<file path="src/hdl/lcd_cmd_pkg.sv">
/*
  Shared constants and types for the character display command decoder:
  opcode fields, reset values, busy timing, blink timing and bus carriers.
  Assumes a single 20 MHz master clock domain; no header include needed.
*/
package lcd_cmd_pkg;

  // master clock and time figures
  localparam longint CLOCK_HZ           = 64'd20000000;  // master clock rate
  localparam longint BLINK_PERIOD_MS    = 64'd300;       // full blink period
  localparam longint BLINK_HALF_CYCLES  = (BLINK_PERIOD_MS * CLOCK_HZ) / 64'd2000;
  localparam int     CLEAR_BUSY_CYCLES  = 34;            // busy after a clear
  localparam int     RESET_BUSY_CYCLES  = 2;             // busy after internal reset
  localparam int     BUSY_CNT_W         = 6;             // busy counter width

  // opcode prefixes, compared against the leading bits of a command byte
  localparam logic [7:0] OP_CLEAR       = 8'h01;  // display clear
  localparam logic [6:0] OP_HOME        = 7'h01;  // cursor home, bit 0 ignored
  localparam logic [5:0] OP_ENTRY_LINE  = 6'h01;  // entry mode / line mode
  localparam logic [4:0] OP_CONTROL     = 5'h01;  // control one / control two
  localparam logic [3:0] OP_SHIFT_POWER = 4'h1;   // shift / power control
  localparam logic [2:0] OP_FUNCTION    = 3'h1;   // function set
  localparam logic [1:0] OP_GLYPH_SEG   = 2'h1;   // glyph or segment address
  localparam logic [1:0] OP_TEXT_ADDR   = 2'h2;   // text address set

  // field positions inside command and status bytes
  localparam int FUNC_EXT_BIT   = 2;  // extension_select in function set
  localparam int SHIFT_SC_BIT   = 3;  // display (1) or cursor (0)
  localparam int SHIFT_RL_BIT   = 2;  // right (1) or left (0)
  localparam int ACL_BIT        = 0;  // internal reset in power control
  localparam int STATUS_BUSY    = 7;  // busy flag position in status byte

  // memories and geometry
  localparam int TEXT_DEPTH     = 32;
  localparam int GLYPH_DEPTH    = 64;
  localparam int SEG_DEPTH      = 16;
  localparam int LINE_LEN       = 16;
  localparam int CURSOR_ROW     = 7;   // eighth dot row of the cell
  localparam int MARKER_ROW     = 8;   // extra common slot
  localparam logic [7:0] SPACE_CODE = 8'h20;
  localparam logic [5:0] TEXT_MASK  = 6'h1F;
  localparam logic [5:0] GLYPH_MASK = 6'h3F;
  localparam logic [5:0] SEG_MASK   = 6'h0F;

  // common line counts for each duty
  localparam logic [4:0] COMMONS_ONE = 5'h08;
  localparam logic [4:0] COMMONS_TWO = 5'h10;

  typedef enum logic [1:0] {
    SEL_TEXT  = 2'h0,
    SEL_GLYPH = 2'h1,
    SEL_SEG   = 2'h2
  } ram_sel_t;

  typedef enum logic [2:0] {
    ST_READY = 3'h1,
    ST_CLEAR = 3'h2,
    ST_RESET = 3'h4
  } busy_state_t;

  typedef struct packed {
    logic       write;   // one-cycle write strobe
    logic       read;    // one-cycle read strobe
    logic       regSel;  // register_select_line: 1 data, 0 command/status
    logic [7:0] data;    // byte written by the host
  } host_req_t;

  typedef struct packed {
    logic       line;    // 0 first line, 1 second line
    logic [3:0] column;  // character column on the panel
    logic [3:0] row;     // dot row 0..7, 8 is the marker slot
  } scan_t;

  typedef struct packed {
    logic extensionSelect;
    logic incrementMode;
    logic shiftOnWrite;
    logic lineCountSelect;
    logic displayOn;
    logic cursorOn;
    logic blinkOn;
    logic markerDuty;
    logic inverseVideo;
    logic allDotsLit;
  } disp_flags_t;

  localparam disp_flags_t FLAGS_RESET = '{
    extensionSelect: 1'b0, incrementMode: 1'b1, shiftOnWrite: 1'b0,
    lineCountSelect: 1'b0, displayOn: 1'b0, cursorOn: 1'b0, blinkOn: 1'b0,
    markerDuty: 1'b0, inverseVideo: 1'b0, allDotsLit: 1'b0};

endpackage : lcd_cmd_pkg

</file>
<file path="src/hdl/lcd_text_command_decoder.sv">
/*
  Command decoder and display state of a character dot-matrix driver:
  host byte port with register select, text/glyph/segment memories,
  address counter, busy timing, display flags, shift offset and the
  per-dot output stage of the panel scan.
  Assumes host strobes and scan inputs are synchronous to clock, and an
  outside font store returns glyphRowDots for charCodeOut in the same cycle.
  // Operation
  // - data write stores into selected memory
  // - data read returns selected memory byte
  // - each data access steps address counter
  // - clear fills text with spaces, address zero
  // - clear cancels shift, forces increment mode
  // - clear holds busy for 34 clocks
  // - only clear and internal reset raise busy
  // - home zeroes address, cancels shift only
  // - increment flag chooses step direction
  // - shift-on-write moves display on text writes
  // - extension bit selects shared opcode meaning
  // - line flag picks two or one line
  // - display-on gates all dots, keeps text
  // - cursor is five dots on row eight
  // - blink inverts cursor cell periodically
  // - extended flags persist after extension cleared
  // - marker duty adds common fed by segments
  // - reverse inverts dots, all-on overrides it
  // - shift command moves cursor or display
  // - cursor carries into line two, lines shift together
  // - display shift leaves address counter alone
  // - status read gives busy and address
  // - commands ignored while busy
  // - extension bit stored by function set
  // - reset restores default flags
*/
`timescale 1ns/1ps
`default_nettype none

module lcd_text_command_decoder
  import lcd_cmd_pkg::*;
#(
  parameter longint BLINK_HALF = lcd_cmd_pkg::BLINK_HALF_CYCLES  // shorten in simulation
) (
  input  wire logic                    clock,
  input  wire logic                    reset_n,
  input  wire lcd_cmd_pkg::host_req_t  hostReq,
  input  wire lcd_cmd_pkg::scan_t      scanPos,
  input  wire logic [4:0]              glyphRowDots,
  output logic [7:0]                   hostDataOut,
  output logic                         hostReadValid,
  output logic                         busyFlag,
  output logic [7:0]                   charCodeOut,
  output logic [4:0]                   dotsOut,
  output logic [4:0]                   commonCount,
  output lcd_cmd_pkg::disp_flags_t     flagsOut
);

  import lcd_cmd_pkg::*;

  // reset release synchroniser, asynchronous assert
  logic rstMeta_ff;  // first stage, read only by the second
  logic rstSync_ff;  // active high once released
  always_ff @(posedge clock or negedge reset_n) begin
    if (!reset_n) begin
      rstMeta_ff <= 1'b0;
      rstSync_ff <= 1'b0;
    end else begin
      rstMeta_ff <= 1'b1;
      rstSync_ff <= rstMeta_ff;
    end
  end
  wire logic rst = ~rstSync_ff;  // internal active-high reset

  // address stepping shared by data access and cursor moves
  function automatic logic [5:0] stepAddr(input logic [5:0] a, input ram_sel_t s, input logic up);
    logic [5:0] sum;
    sum = up ? a + 6'h01 : a - 6'h01;
    case (s)
      SEL_TEXT:  stepAddr = sum & TEXT_MASK;
      SEL_GLYPH: stepAddr = sum & GLYPH_MASK;
      default:   stepAddr = sum & SEG_MASK;
    endcase
  endfunction : stepAddr

  // state
  busy_state_t state_ff;                  // busy sequencer
  logic [BUSY_CNT_W-1:0] busyCnt_ff;      // cycles left busy
  disp_flags_t flags_ff;                  // stored mode flags
  ram_sel_t    sel_ff;                    // memory chosen by last address set
  logic [5:0]  ac_ff;                     // address counter
  logic [3:0]  shift_ff;                  // display offset, wraps at 16
  logic [7:0]  textRam  [TEXT_DEPTH];     // character codes
  logic [7:0]  glyphRam [GLYPH_DEPTH];    // user glyph rows
  logic [7:0]  segment_ram   [SEG_DEPTH];      // marker segment data
  logic [7:0]  hostDataOut_ff;
  logic        hostReadValid_ff;
  logic        busyFlag_ff;

  // request decode
  wire logic [7:0] d       = hostReq.data;
  wire logic       busy    = (state_ff != ST_READY);
  wire logic       ext     = flags_ff.extensionSelect;
  wire logic       cmdWr   = hostReq.write & ~hostReq.regSel & ~busy;
  wire logic       dataWr  = hostReq.write &  hostReq.regSel & ~busy;
  wire logic       dataRd  = hostReq.read  &  hostReq.regSel & ~busy;
  wire logic       statRd  = hostReq.read  & ~hostReq.regSel;

  // shared opcodes split by the extension bit
  wire logic cmdClear  = cmdWr & (d == OP_CLEAR);
  wire logic cmdHome   = cmdWr & (d[7:1] == OP_HOME);
  wire logic cmdEntry  = cmdWr & (d[7:2] == OP_ENTRY_LINE) & ~ext;
  wire logic cmdLine   = cmdWr & (d[7:2] == OP_ENTRY_LINE) &  ext;
  wire logic cmdCtl1   = cmdWr & (d[7:3] == OP_CONTROL) & ~ext;
  wire logic cmdCtl2   = cmdWr & (d[7:3] == OP_CONTROL) &  ext;
  wire logic cmdShift  = cmdWr & (d[7:4] == OP_SHIFT_POWER) & ~ext;
  wire logic cmdIntRst = cmdWr & (d[7:4] == OP_SHIFT_POWER) & ext & d[ACL_BIT];
  wire logic cmdFunc   = cmdWr & (d[7:5] == OP_FUNCTION);
  wire logic cmdGlyphA = cmdWr & (d[7:6] == OP_GLYPH_SEG) & ~ext;
  wire logic cmdSegA   = cmdWr & (d[7:6] == OP_GLYPH_SEG) &  ext;
  wire logic cmdTextA  = cmdWr & (d[7:6] == OP_TEXT_ADDR) & ~ext;

  // data access targets
  wire logic textWr    = dataWr & (sel_ff == SEL_TEXT);
  wire logic dataAcc   = dataWr | dataRd;
  wire logic [5:0] acStep = stepAddr(ac_ff, sel_ff, flags_ff.incrementMode);
  wire logic [7:0] ramRead =
      (sel_ff == SEL_TEXT)  ? textRam[ac_ff[4:0]] :
      (sel_ff == SEL_GLYPH) ? glyphRam[ac_ff] : segment_ram[ac_ff[3:0]];

  // shift command decode
  wire logic shiftDisp = cmdShift &  d[SHIFT_SC_BIT];
  wire logic shiftCurs = cmdShift & ~d[SHIFT_SC_BIT];
  wire logic [5:0] acMove = stepAddr(ac_ff, sel_ff, d[SHIFT_RL_BIT]);
  // writing with shift-on-write moves the view with the cursor
  wire logic autoShift = textWr & flags_ff.shiftOnWrite;

  // busy sequencer: only clear and internal reset leave ready
  busy_state_t nxt_state;
  logic [BUSY_CNT_W-1:0] nxt_busyCnt;
  always_comb begin
    nxt_state   = state_ff;
    nxt_busyCnt = busyCnt_ff;
    case (state_ff)
      ST_READY: begin
        if (cmdClear) begin
          nxt_state   = ST_CLEAR;
          nxt_busyCnt = BUSY_CNT_W'(CLEAR_BUSY_CYCLES - 1);
        end else if (cmdIntRst) begin
          nxt_state   = ST_RESET;
          nxt_busyCnt = BUSY_CNT_W'(RESET_BUSY_CYCLES - 1);
        end
      end
      ST_CLEAR, ST_RESET: begin
        if (busyCnt_ff == '0) begin
          nxt_state = ST_READY;
        end else begin
          nxt_busyCnt = busyCnt_ff - 1'b1;
        end
      end
      default: begin
        nxt_state   = ST_READY;
        nxt_busyCnt = '0;
      end
    endcase
  end

  always_ff @(posedge clock) begin
    if (rst) begin
      state_ff    <= ST_READY;
      busyCnt_ff  <= '0;
      busyFlag_ff <= 1'b0;
    end else begin
      state_ff    <= nxt_state;
      busyCnt_ff  <= nxt_busyCnt;
      busyFlag_ff <= (nxt_state != ST_READY);  // mirrors busy for the busyFlag output
    end
  end

  // mode flags; extended flags keep their value when extension drops
  disp_flags_t nxt_flags;
  always_comb begin
    nxt_flags = flags_ff;
    if (cmdIntRst) begin
      nxt_flags = FLAGS_RESET;
    end else if (cmdClear) begin
      nxt_flags.incrementMode = 1'b1;
    end else if (cmdEntry) begin
      nxt_flags.incrementMode = d[1];
      nxt_flags.shiftOnWrite  = d[0];
    end else if (cmdLine) begin
      nxt_flags.lineCountSelect = d[0];
    end else if (cmdCtl1) begin
      nxt_flags.displayOn = d[2];
      nxt_flags.cursorOn  = d[1];
      nxt_flags.blinkOn   = d[0];
    end else if (cmdCtl2) begin
      nxt_flags.markerDuty   = d[2];
      nxt_flags.inverseVideo = d[1];
      nxt_flags.allDotsLit   = d[0];
    end else if (cmdFunc) begin
      nxt_flags.extensionSelect = d[FUNC_EXT_BIT];
    end
  end

  always_ff @(posedge clock) begin
    if (rst) begin
      flags_ff <= FLAGS_RESET;
    end else begin
      flags_ff <= nxt_flags;
    end
  end

  // address counter, selected memory and display offset
  logic [5:0] nxt_ac;
  ram_sel_t   nxt_sel;
  logic [3:0] nxt_shift;
  always_comb begin
    nxt_ac    = ac_ff;
    nxt_sel   = sel_ff;
    nxt_shift = shift_ff;
    if (cmdClear | cmdHome | cmdIntRst) begin
      nxt_ac    = '0;
      nxt_sel   = SEL_TEXT;
      nxt_shift = '0;
    end else if (cmdTextA) begin
      nxt_ac  = {1'b0, d[4:0]};
      nxt_sel = SEL_TEXT;
    end else if (cmdGlyphA) begin
      nxt_ac  = d[5:0];
      nxt_sel = SEL_GLYPH;
    end else if (cmdSegA) begin
      nxt_ac  = {2'h0, d[3:0]};
      nxt_sel = SEL_SEG;
    end else if (shiftCurs) begin
      nxt_ac = acMove;  // carry 15 to 16 falls out of the step
    end else if (shiftDisp) begin
      // left shows later columns; address counter untouched
      nxt_shift = d[SHIFT_RL_BIT] ? shift_ff - 4'h1 : shift_ff + 4'h1;
    end else if (dataAcc) begin
      nxt_ac = acStep;
      if (autoShift) begin
        nxt_shift = flags_ff.incrementMode ? shift_ff + 4'h1 : shift_ff - 4'h1;
      end
    end
  end

  always_ff @(posedge clock) begin
    if (rst) begin
      ac_ff    <= '0;
      sel_ff   <= SEL_TEXT;
      shift_ff <= '0;
    end else begin
      ac_ff    <= nxt_ac;
      sel_ff   <= nxt_sel;
      shift_ff <= nxt_shift;
    end
  end

  // text memory: clear fills every cell at once, busy covers the rest
  genvar gi;
  generate
    for (gi = 0; gi < TEXT_DEPTH; gi++) begin : g_text
      wire logic hit = textWr & (ac_ff[4:0] == 5'(gi));
      always_ff @(posedge clock) begin
        if (rst | cmdClear) begin
          textRam[gi] <= SPACE_CODE;
        end else if (hit) begin
          textRam[gi] <= d;
        end
      end
    end
  endgenerate

  // glyph and segment memories hold no reset; contents start undefined
  always_ff @(posedge clock) begin
    if (dataWr & (sel_ff == SEL_GLYPH)) begin
      glyphRam[ac_ff] <= d;
    end
  end

  always_ff @(posedge clock) begin
    if (dataWr & (sel_ff == SEL_SEG)) begin
      segment_ram[ac_ff[3:0]] <= d;
    end
  end

  // host answers one cycle after the read strobe
  wire logic [7:0] statusByte = {busy, 1'b0, ac_ff};
  always_ff @(posedge clock) begin
    if (rst) begin
      hostDataOut_ff   <= '0;
      hostReadValid_ff <= 1'b0;
    end else begin
      hostReadValid_ff <= dataRd | statRd;
      if (statRd) begin
        hostDataOut_ff <= statusByte;
      end else if (dataRd) begin
        hostDataOut_ff <= ramRead;
      end
    end
  end

  // blink timebase runs from the master clock, so it scales with its rate
  logic [31:0] blinkCnt_ff;
  logic        blinkPhase_ff;
  wire logic   blinkWrap = (blinkCnt_ff == 32'(BLINK_HALF - 1));
  always_ff @(posedge clock) begin
    if (rst) begin
      blinkCnt_ff   <= '0;
      blinkPhase_ff <= 1'b0;
    end else begin
      blinkCnt_ff   <= blinkWrap ? '0 : blinkCnt_ff + 32'h1;
      blinkPhase_ff <= blinkPhase_ff ^ blinkWrap;
    end
  end

  // scan stage one: same offset applied to both lines
  wire logic [3:0] viewCol   = scanPos.column + shift_ff;
  wire logic [4:0] scanIndex = {scanPos.line, viewCol};
  wire logic       cursorHit = (sel_ff == SEL_TEXT) & (scanIndex == ac_ff[4:0]);
  wire logic       markerRow = flags_ff.markerDuty & (scanPos.row == 4'(MARKER_ROW));
  logic [7:0] charCode_ff;
  logic       cursorHit_ff;
  logic       marker_ff;
  logic [3:0] row_ff;
  logic [4:0] segDots_ff;
  always_ff @(posedge clock) begin
    if (rst) begin
      charCode_ff  <= SPACE_CODE;
      cursorHit_ff <= 1'b0;
      marker_ff    <= 1'b0;
      row_ff       <= '0;
      segDots_ff   <= '0;
    end else begin
      charCode_ff  <= textRam[scanIndex];
      cursorHit_ff <= cursorHit;
      marker_ff    <= markerRow;
      row_ff       <= scanPos.row;
      segDots_ff   <= segment_ram[scanPos.column][4:0];
    end
  end

  // scan stage two: build the dot row, last override wins
  logic [4:0] nxt_dots;
  always_comb begin
    nxt_dots = marker_ff ? segDots_ff : glyphRowDots;
    if (!marker_ff & cursorHit_ff & flags_ff.cursorOn & (row_ff == 4'(CURSOR_ROW))) begin
      nxt_dots = 5'h1F;
    end
    if (!marker_ff & cursorHit_ff & flags_ff.blinkOn & blinkPhase_ff) begin
      nxt_dots = ~nxt_dots;
    end
    if (flags_ff.inverseVideo) begin
      nxt_dots = ~nxt_dots;
    end
    if (flags_ff.allDotsLit) begin
      nxt_dots = 5'h1F;
    end
    if (!flags_ff.displayOn) begin
      nxt_dots = 5'h00;
    end
  end

  // common count: one or two lines, plus the marker slot
  wire logic [4:0] baseCommons = flags_ff.lineCountSelect ? COMMONS_ONE : COMMONS_TWO;
  logic [4:0] dots_ff;
  logic [4:0] commons_ff;
  always_ff @(posedge clock) begin
    if (rst) begin
      dots_ff    <= '0;
      commons_ff <= COMMONS_TWO;
    end else begin
      dots_ff    <= nxt_dots;
      commons_ff <= baseCommons + {4'h0, flags_ff.markerDuty};
    end
  end

  // outputs, all straight from flip-flops
  assign hostDataOut   = hostDataOut_ff;
  assign hostReadValid = hostReadValid_ff;
  assign busyFlag      = busyFlag_ff;
  assign charCodeOut   = charCode_ff;
  assign dotsOut       = dots_ff;
  assign commonCount   = commons_ff;
  assign flagsOut      = flags_ff;

endmodule : lcd_text_command_decoder

`default_nettype wire

</file>
<file path="config.mk">
export PLATFORM = sky130hd
export DESIGN_NAME = lcd_text_command_decoder
export DESIGN_NICKNAME = d
export VERILOG_FILES = /design/src/hdl/lcd_cmd_pkg.sv /design/src/hdl/lcd_text_command_decoder.sv
export SDC_FILE = /design/constraint.sdc
export NUM_CORES = 1
export LEC_CHECK = 0
export CORE_ASPECT_RATIO = 1.4
export CORE_MARGIN = 5
export CORE_UTILIZATION = 65
export CTS_CLUSTER_SIZE = 14
export DETAILED_ROUTE_END_ITERATION = 16
export DONT_BUFFER_PORTS = 1
export PLACE_DENSITY_LB_ADDON = 0.08
export SYNTH_ARGS = -nofsm -noshare
export SYNTH_HDL_FRONTEND = slang
export SYNTH_SLANG_ARGS = --single-unit
</file>
<file path="constraint.sdc">
create_clock -name clock -period 5.1 [get_ports clock]
set_input_delay 0.765 -clock clock [delete_from_list [all_inputs] [get_ports clock]]
set_output_delay 0.765 -clock clock [all_outputs]
set_load 0.03 [all_outputs]
</file>
==> flow_summary.json <==
{
  "post_cts_buffers": 0,
  "yosys.area.top_type": "edfxtp_1",
  "synthTopCellsByArea": "edfxtp_1, mux4_2, dfxtp_1",
  "min_period_ns": 3.736,
  "drive_above_1_share": 0.1853,
  "worstPathCellList": "buf_4 -> nor2b_1 -> a221oi_1 -> o22a_1 -> o2111ai_1 -> nor4_1 -> o41ai_1",
  "holdBufCountCts": 1,
  "finalMaxSlewViolations": 0,
  "coreArea_um2": 68750,
  "crit_slowest_cell": "nor2b_1",
  "setup_viol": 0,
  "utilization": 0.7041,
  "clkTransAtPathRegs_ns": 0.07,
  "cp-start-kind": "flop",
  "die_w_um": 231.9,
  "placedInstanceArea_um2": 45620,
  "holdCritStartpoint": "hostReq[7]",
  "rsz0062_at_grt": "no",
  "syn_inst": 2854,
  "synth.most_common_cell": "edfxtp_1",
  "power.total_uw": 17140,
  "synth_common_cells": "edfxtp_1, mux4_2, nor2_1",
  "yosysWarnings": 0,
  "final.setup_skew_ns": 0.02043,
  "critPathMaxStageDelay_ns": 0.90,
  "syn2layout_area_growth_pct": 8.067,
  "synth_seq_cells": 1004,
  "clk_latency_ns": 0.66,
  "cts_buffers": 90,
  "tightest_slew_ns": 1.322,
  "drtPass1Iterations": 6,
  "hold_path.class": "in -> reg",
  "track_usage": 0.3375,
  "arrival_ns": 4.30,
  "io-pin-count": 65,
  "fin_crit_sh": 0.7326,
  "synthArstFlopShare": 0.001992,
  "hold_depth": 0,
  "worst-setup-path-type": "reg -> reg",
  "path_buf_inv": 1,
  "end_kind": "flop",
  "crit-reg2reg-launch": "ac_ff[2]",
  "drt_iter0_drc": 3211,
  "fillCellCount": 4469,
  "grt_pass1_wl_mm": 182.5,
  "fp.dieArea_um2": 74340,
  "synth_area_per_cell_um2": 15.69,
  "antenna_found_initial": 2,
  "cts.sinks": 1004,
  "fin_area_um2": 48410,
  "yosysSeqAreaShare": 0.6492,
  "leakage_uw": 0.01574,
  "worstPathRequired_ns": 5.67,
  "setup_ws_ns": 1.364,
  "min_to": "glyphRam[33][7]",
  "max_freq_mhz": 267.6,
  "synth-main-ff-cell": "edfxtp_1",
  "yosysUniqueCellTypes": 88,
  "final_nets": 2860,
  "p_per_area_nw_per_um2": 354.1,
  "wl_mm": 124.5,
  "drc": 0,
  "grt-ovfl-total": 0,
  "status": "finished, final reports clean",
  "vdd_drop_max_v": 0.0003516,
  "finalHoldViolCount": 0,
  "grt_max_degree": 121,
  "dieHeight_um": 320.6,
  "clockRootBuffer": "clkbuf_16",
  "htreeDepth": 3,
  "vias_per_cell": 7.030,
  "num_rows": 114,
  "critPathTopFamily": "compound AO/OA/AOI/OAI gates",
  "max_slew_margin": 0.1180,
  "cts_tree": "done",
  "initial_core_util": 0.6515,
  "r2r_end": "hostDataOut[5]",
  "numPortBuffers": 0,
  "crit_fanout": 61,
  "clock_path_buffers": 3,
  "cts_resized": 0,
  "routed-via-count": 26835,
  "routedWlPerCell_um": 32.63,
  "synth_area_um2": 44790,
  "synth_top_cell_area_share": 0.6007,
  "ff2ff_setup_slack_ns": 1.36,
  "grt_pass1_vias": 27209,
  "ant_nets": 0,
  "cap_violations": 0,
  "hpwl_mm": 81.49,
  "tns_ns": 0,
  "place_congestion": 1.007,
  "worstRegToRegCells": 7,
  "dp_slack_ns": 1.359,
  "synth_edf_count": 896
}
-- metal layers --
layer  vias to the layer above  track usage  part of all wire
li1                      11230            -                 -
met2                      1621       0.5617              0.50
met4                         0       0.2399             0.093
met3                       483      0.06676             0.087
met5                         -            0                 0
met1                     13501       0.3938              0.32
-- cell usage in the layout (no fill, tap or decap), types with 17 or more instances in the layout --
cell         n
a21oi_1     44
a221oi_1    40
a22oi_1     34
and2_1     130
and3_1     101
buf_4       81
clkbuf_1    26
clkbuf_16   92
dfxtp_1    100
edfxtp_1   896
inv_1       21
mux2_2      41
mux2i_1    101
mux4_2     241
nand2_1    113
nand2b_1    17
nand3_1     66
nor2_1     208
nor2b_1     21
nor3_1      57
o21ai_0     62
o22ai_1     17
xnor2_1     28
xor2_1      22
-- registers in the layout, summed over array words and instances, names as in the netlist, named ones only --
signal / flops
busyCnt_ff: 6
busyFlag: 1
ext: 1
dotsOut: 5
state_ff: 3
sel_ff: 2
hostDataOut: 8
cursorHit_ff: 1
row_ff: 4
charCodeOut: 8
textRam: 256
glyphRam: 512
hostReadValid: 1
blinkCnt_ff: 32
commonCount: 3
ac_ff: 6
shift_ff: 4
rstMeta_ff: 1
rstSync_ff: 1
segment_ram: 128
blinkPhase_ff: 1
segDots_ff: 5
flagsOut: 9
marker_ff: 1
-- through the flow --
step | instances | hold slack [ns]
after floorplan | 2855 | 0.3312
after global placement | 3653 | 0.3321
after detailed placement | 3653 | 0.3347
after CTS | 3814 | 0.1746
after global routing | 3815 | 0.1835
final | 3817 | 0.2098
-- how the worst max path moves through the flow --
stage | start | to | slack, ns | cells past startpoint
after floorplan | scanPos[4] | charCodeOut[0] | 2.06 | 8
after global placement | scanPos[4] | charCodeOut[2] | 1.42 | 8
after detailed placement | scanPos[4] | charCodeOut[5] | 1.36 | 8
after CTS | ac_ff[2] | hostDataOut[5] | 1.53 | 7
after global routing | ac_ff[4] | hostDataOut[5] | 1.34 | 6
final | ac_ff[2] | hostDataOut[5] | 1.36 | 7
-- power by group --
group	switching, µW	internal [µW]	leakage (µW)
combinational	817	587	0.00522
sequential	190	9040	0.00916
clock	2950	3560	0.00135
-- final cells by class --
cell class                 count  area [µm²]  share of cell area
sequential                  1004       29100              0.6011
clock inverter                35       280.3            0.005790
inverter                      27       101.3            0.002094
timing repair buffer          85       663.1             0.01370
clock buffer                 125        2484             0.05131
tap                          928        1161             0.02399
multi-input combinational   1611       14610              0.3019
antenna                        2       5.005           0.0001034
-- kinds of logic after synthesis --
kind of cell	Yosys count	synth area share
other	2	0.0001677
adder cells (fa/ha/maj)	14	0.004078
XOR/XNOR	51	0.009972
buffers and inverters	240	0.02536
flip-flops	1004	0.6492
AO/OA/AOI/OAI	328	0.05237
AND/OR/NAND/NOR	816	0.09573
multiplexers	399	0.1632
-- worst register-to-register path, stage by stage (launching register included) --
cell,delay (ns)
dfxtp_4,0.89
buf_4,0.55
nor2b_1,0.90
a221oi_1,0.26
o22a_1,0.24
o2111ai_1,0.29
nor4_1,0.16
o41ai_1,0.36
No activity file was read; power rests on OpenSTA's default activity.
